### config.mk
export PLATFORM = sky130hd
export DESIGN_NAME = sptc_port_ctrl
export DESIGN_NICKNAME = d
export VERILOG_FILES = /design/src/rtl/sptc_pkg.sv /design/src/rtl/sptc_port_ctrl.sv
export SDC_FILE = /design/constraint.sdc
export NUM_CORES = 1
export LEC_CHECK = 0
export BUFFER_PORTS_ARGS = -buffer_cell sky130_fd_sc_hd__buf_2
export CAP_MARGIN = 20
export CORE_MARGIN = 4
export CORE_UTILIZATION = 40
export CTS_BUF_LIST = sky130_fd_sc_hd__clkbuf_16
export DETAILED_ROUTE_END_ITERATION = 16
export GPL_TIMING_DRIVEN = 0
export PLACE_DENSITY = 0.66
export RECOVER_POWER = 25
export SYNTH_ARGS = -nofsm -noshare
export SYNTH_HDL_FRONTEND = slang
export SYNTH_SLANG_ARGS = --single-unit
export TNS_END_PERCENT = 1
### constraint.sdc
create_clock -name clk -period 2 [get_ports clk]
set_input_delay 0.4 -clock clk [delete_from_list [all_inputs] [get_ports clk]]
set_output_delay 0.4 -clock clk [all_outputs]
set_load 0.02 [all_outputs]
### src/rtl/sptc_pkg.sv
// Constants for the per-port class, tag and monitor control block
package sptc_pkg;
   localparam int unsigned NPORTS     = 3;
   localparam int unsigned VID_W      = 12;
   localparam int unsigned PRIO_W     = 2;
   // Register offsets
   localparam logic [7:0]  ADDR_P1_CTL0 = 8'h10;
   localparam logic [7:0]  ADDR_P1_CTL1 = 8'h11;
   localparam logic [7:0]  ADDR_P2_CTL0 = 8'h20;
   localparam logic [7:0]  ADDR_P2_CTL1 = 8'h21;
   localparam logic [7:0]  ADDR_P3_CTL0 = 8'h30;
   localparam logic [7:0]  ADDR_P3_CTL1 = 8'h31;
   // Class and tag control fields
   localparam int unsigned BIT_STORM    = 7;
   localparam int unsigned BIT_DSCP     = 6;
   localparam int unsigned BIT_DOT1P    = 5;
   localparam int unsigned PRIO_HI      = 4;
   localparam int unsigned PRIO_LO      = 3;
   localparam int unsigned BIT_TAG_INS  = 2;
   localparam int unsigned BIT_TAG_REM  = 1;
   localparam int unsigned BIT_SPLIT4   = 0;
   // Monitor control fields
   localparam int unsigned BIT_SNIFFER  = 7;
   localparam int unsigned BIT_TX_SNIFF = 5;
   localparam logic [7:0]  CTL1_MASK    = 8'ha0;
   // Reset values
   localparam logic [7:0]  CTL0_RST     = 8'h00;
   localparam logic [7:0]  CTL1_RST     = 8'h00;
   localparam logic [7:0]  RDATA_NONE   = 8'h00;
   localparam logic [1:0]  PORT_NONE    = 2'h3;
endpackage

### src/rtl/sptc_port_ctrl.sv
// Per-port class, tag, queue split and monitor control for a three-port switch
// Overview of operation
// - One class/tag control register per port at 0x10, 0x20, 0x30, same layout.
// - Bit 7 enables broadcast storm protection for ingress on that port.
// - Bit 6 enables DiffServ priority classification of IPv4 ingress packets.
// - Bit 5 enables 802.1p priority classification of ingress packets.
// - Bits 4-3 give the default queue when classification is off or fails.
// - With both methods enabled, OR their results; this overrides port default.
// - Bit 2 on egress port adds a tag to packets that arrived untagged.
// - Tag insertion never adds a second tag to already tagged packets.
// - Inserted tag carries the ingress port's default VLAN identifier.
// - Bit 1 on egress port strips the tag from packets that arrived tagged.
// - Tag removal passes untagged packets through unchanged.
// - Bit 0 splits the egress_queue into four queues, else one queue.
// - Monitor control register per port at 0x11, 0x21, 0x31.
// - Monitor bit 7 makes the port the sniffer destination for monitored packets.
// - Class/tag control register resets to all zero, every feature off.
// - Transmit monitoring marks packets sent on the port and forwards them to sniffer.
`timescale 1ns/1ns
module sptc_port_ctrl
   import sptc_pkg::*;
(
   input  wire logic                                       clk,
   input  wire logic                                       rst,
   input  wire logic [7:0]                                 reg_addr,
   input  wire logic                                       reg_wr,
   input  wire logic [7:0]                                 reg_wdata,
   input  wire logic                                       reg_rd,
   output logic [7:0]                                      reg_rdata,
   output logic                                            reg_rvalid,
   input  wire logic                                       cls_req,
   input  wire logic [1:0]                                 cls_port,
   input  wire logic                                       cls_dscp_hit,
   input  wire logic [sptc_pkg::PRIO_W-1:0]                cls_dscp_prio,
   input  wire logic                                       cls_dot1p_hit,
   input  wire logic [sptc_pkg::PRIO_W-1:0]                cls_dot1p_prio,
   output logic                                            cls_valid,
   output logic [sptc_pkg::PRIO_W-1:0]                     cls_prio,
   input  wire logic                                       eg_req,
   input  wire logic [1:0]                                 eg_port,
   input  wire logic [1:0]                                 eg_in_port,
   input  wire logic                                       eg_was_tagged,
   input  wire logic [sptc_pkg::NPORTS-1:0][sptc_pkg::VID_W-1:0] port_pvid,
   output logic                                            eg_valid,
   output logic                                            eg_add_tag,
   output logic                                            eg_strip_tag,
   output logic [sptc_pkg::VID_W-1:0]                      eg_vid,
   output logic                                            eg_mirror,
   output logic [sptc_pkg::NPORTS-1:0]                     storm_en,
   output logic [sptc_pkg::NPORTS-1:0]                     egress_queue_split4,
   output logic [sptc_pkg::NPORTS-1:0]                     sniffer_port
);
   import sptc_pkg::*;

   typedef struct packed {
      logic [NPORTS-1:0][7:0] ctl0;
      logic [NPORTS-1:0][7:0] ctl1;
      logic [7:0]             rdata;
      logic                   rvalid;
      logic                   cvalid;
      logic [PRIO_W-1:0]      prio;
      logic                   evalid;
      logic                   add_tag;
      logic                   strip_tag;
      logic [VID_W-1:0]       vid;
      logic                   mirror;
   } sptc_state_s;

   sptc_state_s state_q;
   sptc_state_s state_d;

   // Port index 0..2 for ports 1..3, PORT_NONE when the address hits no port
   function automatic logic [1:0] sptc_port_of(input logic [7:0] a);
      unique case (a)
         ADDR_P1_CTL0, ADDR_P1_CTL1: sptc_port_of = 2'h0;
         ADDR_P2_CTL0, ADDR_P2_CTL1: sptc_port_of = 2'h1;
         ADDR_P3_CTL0, ADDR_P3_CTL1: sptc_port_of = 2'h2;
         default:                    sptc_port_of = PORT_NONE;
      endcase
   endfunction

   function automatic logic sptc_is_ctl1(input logic [7:0] a);
      sptc_is_ctl1 = (a == ADDR_P1_CTL1) || (a == ADDR_P2_CTL1) || (a == ADDR_P3_CTL1);
   endfunction

   function automatic logic sptc_port_ok(input logic [1:0] p);
      sptc_port_ok = (p != PORT_NONE);
   endfunction

   logic [1:0]        wr_port;
   logic [1:0]        rd_port;
   logic [7:0]        c_cls;
   logic [7:0]        c_eg;
   logic [PRIO_W-1:0] prio_sel;

   assign wr_port = sptc_port_of(reg_addr);
   assign rd_port = wr_port;
   assign c_cls   = sptc_port_ok(cls_port) ? state_q.ctl0[cls_port] : CTL0_RST;
   assign c_eg    = sptc_port_ok(eg_port) ? state_q.ctl0[eg_port] : CTL0_RST;

   // Only enabled methods that produced a result take part; OR when both did
   always_comb begin
      logic dscp_ok;
      logic dot1p_ok;
      dscp_ok  = c_cls[BIT_DSCP] && cls_dscp_hit;
      dot1p_ok = c_cls[BIT_DOT1P] && cls_dot1p_hit;
      if (dscp_ok || dot1p_ok) begin
         prio_sel = (dscp_ok ? cls_dscp_prio : '0) | (dot1p_ok ? cls_dot1p_prio : '0);
      end else begin
         prio_sel = c_cls[PRIO_HI:PRIO_LO];
      end
   end

   always_comb begin
      state_d = state_q;
      // Read sees the value before a write in the same cycle
      state_d.rvalid = reg_rd;
      if (reg_rd) begin
         if (!sptc_port_ok(rd_port)) begin
            state_d.rdata = RDATA_NONE;
         end else if (sptc_is_ctl1(reg_addr)) begin
            state_d.rdata = state_q.ctl1[rd_port];
         end else begin
            state_d.rdata = state_q.ctl0[rd_port];
         end
      end
      if (reg_wr && sptc_port_ok(wr_port)) begin
         if (sptc_is_ctl1(reg_addr)) begin
            state_d.ctl1[wr_port] = reg_wdata & CTL1_MASK;
         end else begin
            state_d.ctl0[wr_port] = reg_wdata;
         end
      end
      state_d.cvalid = cls_req && sptc_port_ok(cls_port);
      if (cls_req) begin
         state_d.prio = prio_sel;
      end
      state_d.evalid = eg_req && sptc_port_ok(eg_port);
      if (eg_req) begin
         state_d.add_tag   = sptc_port_ok(eg_port) && c_eg[BIT_TAG_INS] && !eg_was_tagged;
         state_d.strip_tag = sptc_port_ok(eg_port) && c_eg[BIT_TAG_REM] && eg_was_tagged;
         state_d.vid       = sptc_port_ok(eg_in_port) ? port_pvid[eg_in_port] : '0;
         state_d.mirror    = sptc_port_ok(eg_port) && state_q.ctl1[eg_port][BIT_TX_SNIFF];
      end
      if (rst) begin
         state_d.ctl0      = {NPORTS{CTL0_RST}};
         state_d.ctl1      = {NPORTS{CTL1_RST}};
         state_d.rdata     = RDATA_NONE;
         state_d.rvalid    = 1'b0;
         state_d.cvalid    = 1'b0;
         state_d.prio      = '0;
         state_d.evalid    = 1'b0;
         state_d.add_tag   = 1'b0;
         state_d.strip_tag = 1'b0;
         state_d.vid       = '0;
         state_d.mirror    = 1'b0;
      end
   end

   always_ff @(posedge clk) begin
      state_q <= state_d;
   end

   always_comb begin
      for (int i = 0; i < NPORTS; i++) begin
         storm_en[i]            = state_q.ctl0[i][BIT_STORM];
         egress_queue_split4[i] = state_q.ctl0[i][BIT_SPLIT4];
         sniffer_port[i]        = state_q.ctl1[i][BIT_SNIFFER];
      end
   end

   assign reg_rdata    = state_q.rdata;
   assign reg_rvalid   = state_q.rvalid;
   assign cls_valid    = state_q.cvalid;
   assign cls_prio     = state_q.prio;
   assign eg_valid     = state_q.evalid;
   assign eg_add_tag   = state_q.add_tag;
   assign eg_strip_tag = state_q.strip_tag;
   assign eg_vid       = state_q.vid;
   assign eg_mirror    = state_q.mirror;

   // Helper views of the configuration seen by the current request
   logic eg_ins_cfg;
   logic eg_rem_cfg;
   logic cls_no_method;
   logic cls_both;
   logic [PRIO_W-1:0] cls_or;
   logic [PRIO_W-1:0] cls_dflt;
   assign eg_ins_cfg    = c_eg[BIT_TAG_INS];
   assign eg_rem_cfg    = c_eg[BIT_TAG_REM];
   assign cls_no_method = !c_cls[BIT_DSCP] && !c_cls[BIT_DOT1P];
   assign cls_both      = c_cls[BIT_DSCP] && c_cls[BIT_DOT1P] && cls_dscp_hit && cls_dot1p_hit;
   assign cls_or        = cls_dscp_prio | cls_dot1p_prio;
   assign cls_dflt      = c_cls[PRIO_HI:PRIO_LO];
   logic dscp_res;
   logic dot1p_res;
   assign dscp_res      = c_cls[BIT_DSCP] && cls_dscp_hit;
   assign dot1p_res     = c_cls[BIT_DOT1P] && cls_dot1p_hit;

   chk_ctl0_readback: assert property (@(posedge clk) disable iff (rst)
      (reg_wr && !reg_rd && reg_addr == ADDR_P2_CTL0) ##1 (reg_rd && !reg_wr && reg_addr == ADDR_P2_CTL0)
      |=> reg_rvalid && reg_rdata == $past(reg_wdata, 2))
      else $error("ctl0 readback mismatch");
   chk_storm_follows: assert property (@(posedge clk) disable iff (rst)
      (reg_wr && reg_addr == ADDR_P1_CTL0) |=> storm_en[0] == $past(reg_wdata[BIT_STORM]))
      else $error("storm enable not taken from write");
   chk_prio_default: assert property (@(posedge clk) disable iff (rst)
      (cls_req && sptc_port_ok(cls_port) && cls_no_method) |=> cls_valid && cls_prio == $past(cls_dflt))
      else $error("default priority not used");
   chk_prio_or: assert property (@(posedge clk) disable iff (rst)
      (cls_req && sptc_port_ok(cls_port) && cls_both) |=> cls_prio == $past(cls_or))
      else $error("priority not OR of both methods");
   chk_tag_add: assert property (@(posedge clk) disable iff (rst)
      (eg_req && sptc_port_ok(eg_port) && eg_ins_cfg && !eg_was_tagged) |=> eg_valid && eg_add_tag)
      else $error("tag not added");
   chk_no_double: assert property (@(posedge clk) disable iff (rst)
      (eg_req && eg_was_tagged) |=> !eg_add_tag)
      else $error("tag added twice");
   chk_tag_vid: assert property (@(posedge clk) disable iff (rst)
      (eg_req && eg_in_port == 2'h1) |=> eg_vid == $past(port_pvid[1]))
      else $error("inserted vid wrong");
   chk_tag_strip: assert property (@(posedge clk) disable iff (rst)
      (eg_req && sptc_port_ok(eg_port) && eg_rem_cfg && eg_was_tagged) |=> eg_strip_tag)
      else $error("tag not stripped");
   chk_untag_pass: assert property (@(posedge clk) disable iff (rst)
      (eg_req && !eg_was_tagged) |=> !eg_strip_tag)
      else $error("untagged packet modified");
   chk_ctl1_sniffer: assert property (@(posedge clk) disable iff (rst)
      (reg_wr && reg_addr == ADDR_P3_CTL1) |=> sniffer_port[2] == $past(reg_wdata[BIT_SNIFFER]))
      else $error("sniffer bit not taken");
   chk_reset_clear: assert property (@(posedge clk)
      $past(rst) |-> storm_en == '0 && egress_queue_split4 == '0 && !eg_valid && !cls_valid)
      else $error("features not off after reset");
   chk_tx_mirror: assert property (@(posedge clk) disable iff (rst)
      (eg_req && eg_port == 2'h0) |=> eg_mirror == $past(state_q.ctl1[0][BIT_TX_SNIFF]))
      else $error("transmit monitoring wrong");

   // Register bus
   chk_ctl1_readback: assert property (@(posedge clk) disable iff (rst)
      (reg_wr && !reg_rd && reg_addr == ADDR_P1_CTL1) ##1 (reg_rd && !reg_wr && reg_addr == ADDR_P1_CTL1)
      |=> reg_rvalid && reg_rdata == ($past(reg_wdata, 2) & CTL1_MASK))
      else $error("ctl1 readback mismatch");
   chk_unmapped_read: assert property (@(posedge clk) disable iff (rst)
      (reg_rd && !sptc_port_ok(sptc_port_of(reg_addr))) |=> reg_rvalid && reg_rdata == RDATA_NONE)
      else $error("unmapped read not zero");
   chk_rvalid_idle: assert property (@(posedge clk) disable iff (rst)
      !reg_rd |=> !reg_rvalid)
      else $error("read valid without read");
   chk_rdata_hold: assert property (@(posedge clk) disable iff (rst)
      !reg_rd |=> $stable(reg_rdata))
      else $error("read data changed without read");

   // Follow and hold checks catch a write that is lost or lands on the wrong port or field
   chk_storm_hold: assert property (@(posedge clk) disable iff (rst)
      !(reg_wr && reg_addr == ADDR_P1_CTL0) |=> $stable(storm_en[0]))
      else $error("storm enable changed without write");
   chk_split_follows: assert property (@(posedge clk) disable iff (rst)
      (reg_wr && reg_addr == ADDR_P2_CTL0) |=> egress_queue_split4[1] == $past(reg_wdata[BIT_SPLIT4]))
      else $error("queue split not taken from write");
   chk_split_hold: assert property (@(posedge clk) disable iff (rst)
      !(reg_wr && reg_addr == ADDR_P3_CTL0) |=> $stable(egress_queue_split4[2]))
      else $error("queue split changed without write");
   chk_sniffer_hold: assert property (@(posedge clk) disable iff (rst)
      !(reg_wr && reg_addr == ADDR_P1_CTL1) |=> $stable(sniffer_port[0]))
      else $error("sniffer bit changed without write");

   // Priority checks split by which enabled method produced a result
   chk_dscp_only: assert property (@(posedge clk) disable iff (rst)
      (cls_req && sptc_port_ok(cls_port) && dscp_res && !dot1p_res) |=> cls_prio == $past(cls_dscp_prio))
      else $error("diffserv priority not used");
   chk_dscp_off: assert property (@(posedge clk) disable iff (rst)
      (cls_req && sptc_port_ok(cls_port) && !c_cls[BIT_DSCP] && !dot1p_res) |=> cls_prio == $past(cls_dflt))
      else $error("diffserv used while disabled");
   chk_dot1p_only: assert property (@(posedge clk) disable iff (rst)
      (cls_req && sptc_port_ok(cls_port) && dot1p_res && !dscp_res) |=> cls_prio == $past(cls_dot1p_prio))
      else $error("user priority not used");
   chk_dot1p_off: assert property (@(posedge clk) disable iff (rst)
      (cls_req && sptc_port_ok(cls_port) && !c_cls[BIT_DOT1P] && !dscp_res) |=> cls_prio == $past(cls_dflt))
      else $error("user priority used while disabled");
   chk_no_hit: assert property (@(posedge clk) disable iff (rst)
      (cls_req && sptc_port_ok(cls_port) && !cls_dscp_hit && !cls_dot1p_hit) |=> cls_valid && cls_prio == $past(cls_dflt))
      else $error("default priority not used without result");
   chk_cls_idle: assert property (@(posedge clk) disable iff (rst)
      !(cls_req && sptc_port_ok(cls_port)) |=> !cls_valid)
      else $error("classification valid without request");

   // Egress checks
   chk_add_off: assert property (@(posedge clk) disable iff (rst)
      (eg_req && !eg_ins_cfg) |=> !eg_add_tag)
      else $error("tag added while insertion off");
   chk_strip_off: assert property (@(posedge clk) disable iff (rst)
      (eg_req && !eg_rem_cfg) |=> !eg_strip_tag)
      else $error("tag stripped while removal off");
   chk_eg_idle: assert property (@(posedge clk) disable iff (rst)
      !(eg_req && sptc_port_ok(eg_port)) |=> !eg_valid)
      else $error("egress valid without request");
   chk_vid_any: assert property (@(posedge clk) disable iff (rst)
      (eg_req && sptc_port_ok(eg_in_port)) |=> eg_vid == $past(port_pvid[eg_in_port]))
      else $error("inserted vid not from ingress port");
   chk_mirror_p3: assert property (@(posedge clk) disable iff (rst)
      (eg_req && eg_port == 2'h2) |=> eg_mirror == $past(state_q.ctl1[2][BIT_TX_SNIFF]))
      else $error("transmit monitoring wrong on third port");

   cov_both_methods: cover property (@(posedge clk) disable iff (rst) cls_req && cls_both);
   cov_insert: cover property (@(posedge clk) disable iff (rst) eg_valid && eg_add_tag);
   cov_strip: cover property (@(posedge clk) disable iff (rst) eg_valid && eg_strip_tag);
   cov_mirror: cover property (@(posedge clk) disable iff (rst) eg_valid && eg_mirror && |sniffer_port);
   cov_refused_cls: cover property (@(posedge clk) disable iff (rst) cls_req && !sptc_port_ok(cls_port));
endmodule

==> out/metrics.cfg <==
[timing]
rsz0062_at_grt=no
period_needed_ns=1.63
period_share_pct=81.4
slew_headroom_pct=53.1
hold_violations=0
tns_ns=0
finalWorstSetupSlack_ns=0.372
finalMaxSlewViolations=0
max_clock_freq_mhz=614
fin_skew_ns=0.00311
tightestPinTransition_ns=0.701
finalSetupViolations=0

[setup_path]
endpoint_kind=register
ff2ff_path_depth=4
crit_type=in2reg
r2r_slack_ns=0.55
cp-start-kind=input pin
cp_max_fo=7
worstReg2RegStart=state_q[57]
crit_required_ns=2.26
regToRegEndpoint=cls_prio[1]
worstPathArrival_ns=1.89

[flow_run]
cap_viol_max_count=0

[global_route]
antenna_found_initial=0
grt_max_degree=12
first_global_vias=2808
grt_pass1_wl_um=13500
grt-ovfl-total=0
groute.usage.overall_pct=19.2

[clock_network]
insertion_delay_ns=0.32
cts_root_buffer=clkbuf_16
ctsResizeCount=0
cts_buffers=9
clk_pin_slew_worst_paths_ns=0.06
ctsHoldBuffers=0
htreeDepth=3
clock_sinks=58
clock_path_buffers=2
cts_setup_buffers=0
cts_tree=yes

[synth]
yosysMostFrequentCell=nor2_1
synth_flop_cell=dfxtp_1
synth_seq_area_share_pct=37.6
async_flop_share_pct=0
synthesis.instances=340
synth_edf_count=0
ys_ff_latch=58
synth_top_area_share_pct=37.6
synth_commonest_cells=nor2_1 (66), dfxtp_1 (58), mux2i_1 (48)
ys.warnings.count=0
synth_nets=411
yosysTopAreaCell=dfxtp_1
syn_area_mm2=0.00308
synth_cell_type_count=47
synthTopCellsByArea=dfxtp_1 (38%), mux2i_1 (16%), nor2_1 (8.0%)
synth_area_per_cell_um2=9.07

[placed_design]
place_ws_ns=0.0552
place.port_buffers=102
place_congestion=0.923
place_inst=541
dp_hpwl_um=6390

[min_path]
hold_start=eg_was_tagged
worstHoldEndpoint=eg_strip_tag
hp-class=in2reg
worst_hold_path.num_cells=3

[route]
vias_per_cell=5.15
wl_met2_um=4160
first_pass_iters=4
wl_met1_um=3440
routedWlPerCell_um=15.3
vias=2869
drt-total-wl_um=8530
top_layer=met4
drt_iter0_drc=123
dr_wl_met3_um=797
ant_nets=0
post-route-drc-count=0

[power_and_ir_drop]
p_leak_uw=0.00201
pwr-share-clk_pct=56.6
pwr-share-seq_pct=33.4
switching_share_pct=21.6
power.share.combinational_pct=10.0
power_switching_uw=772
p_per_area_mw_per_mm2=874
vdd_ir_drop_max_v=0.000374
p_int_uw=2800

[layout]
instances_no_fill=557
nNetsFinal=524
drive_above_1_share_pct=34.1
area_delta_synth_final_pct=32.6
fillerInstances=680
diodes=0

[floorplanning]
die_x_um=95.8
die_y_um=95.8
die-area_mm2=0.00918
fp-row-count=31
coreArea_mm2=0.00737
ios=108
start_util_pct=41.9

[run_status]
run_status=finished, final reports clean

==> power groups by stage <==
stage,sequential (µW),combinational (µW),clock [µW]
floorplan,1220,209,0
global placement,1220,358,0
detailed placement,1220,362,0
CTS,1190,364,2040
global route,1190,393,2100
finish,1190,359,2020
==> routing by layer <==
| layer | global-route usage [%] | up-vias |
|---|---|---|
| li1 | - | 1434 |
| met1 | 22.1 | 1307 |
| met2 | 31.9 | 116 |
| met3 | 7.35 | 12 |
| met4 | 7.70 | 0 |
| met5 | 0 | - |
==> flip-flops by register name, summed over array words and instances, names as in the netlist <==
signal / count
reg_rdata: 8
eg_valid: 1
cls_prio: 2
eg_add_tag: 1
eg_strip_tag: 1
eg_vid: 12
state_q: 21
reg_rvalid: 1
cls_valid: 1
sniffer_port: 3
storm_en: 3
egress_queue_split4: 3
eg_mirror: 1
==> per-stage QoR <==
stage          instance area [µm²]  utilization [%]  total power [µW]  hold WS, ns
2_1_floorplan                 3080                -              1430        0.437
4_1_cts                       4110             55.7              3590        0.307
6_report                      4090             55.5              3580        0.313
3_5_place_dp                  3720             50.5              1580        0.455
5_1_grt                       4090             55.5              3690        0.333
3_3_place_gp                  3720             50.5              1570        0.452
==> worst max path at each step <==
stage | end | cells past startpoint | from
5_1_grt | reg_rdata[2] | 5 | rst
3_5_place_dp | reg_rdata[4] | 5 | rst
6_report | reg_rdata[2] | 5 | rst
2_1_floorplan | cls_prio[0] | 5 | cls_port[1]
4_1_cts | reg_rdata[2] | 5 | rst
3_3_place_gp | reg_rdata[1] | 5 | rst
==> cell usage in the layout, fill, tap and decap left out, types with 2 or more instances in the layout <==
master and count:
clkbuf_16 9, mux2_1 2, nand4_2 2, nor4_1 5, nand4_1 4, nor2_1 66
bufinv_16 5, o21a_1 2, o31ai_1 2, a221o_1 5, clkbuf_1 20, a211oi_1 17
o2bb2ai_1 4, buf_4 31, a31oi_1 5, a21oi_1 18, nand2_1 4, o21ai_0 2
a221oi_1 2, a21o_1 2, inv_1 4, nor2b_1 9, buf_2 99, nand3_1 5
mux2i_1 48, dfxtp_1 58, o221ai_1 3, nor4b_4 2
==> layout make-up <==
cell class                      count  area, µm²  share of cell area (%)
Buffer                             50        320                    7.83
Clock inverter                      7        164                    4.01
Sequential cell                    58       1160                    28.4
Multi-Input combinational cell    228       1580                    38.7
Clock buffer                        9        225                    5.51
Timing Repair Buffer              102        498                    12.2
Inverter                            4       15.0                   0.367
Tap cell                           99        124                    3.03
==> worst max-delay path, stage by stage <==
cell and delay (ns):
clkbuf_1 0.17, nor2b_1 0.37, nand4_2 0.28, nor2_1 0.44, a221o_1 0.23
==> logic make-up (layout without fill, tap and decap cells) <==
| logic type | count (synthesis) | count (layout) | synth area share [%] |
|---|---|---|---|
| AND/OR/NAND/NOR | 109 | 109 | 19.1 |
| AO/OA/AOI/OAI | 68 | 68 | 15.5 |
| flip-flops | 58 | 58 | 37.6 |
| buffers and inverters | 54 | 172 | 10.9 |
| multiplexers | 50 | 50 | 16.3 |
| XOR/XNOR | 1 | 1 | 0.528 |
Power figures use the tool's default switching activity.
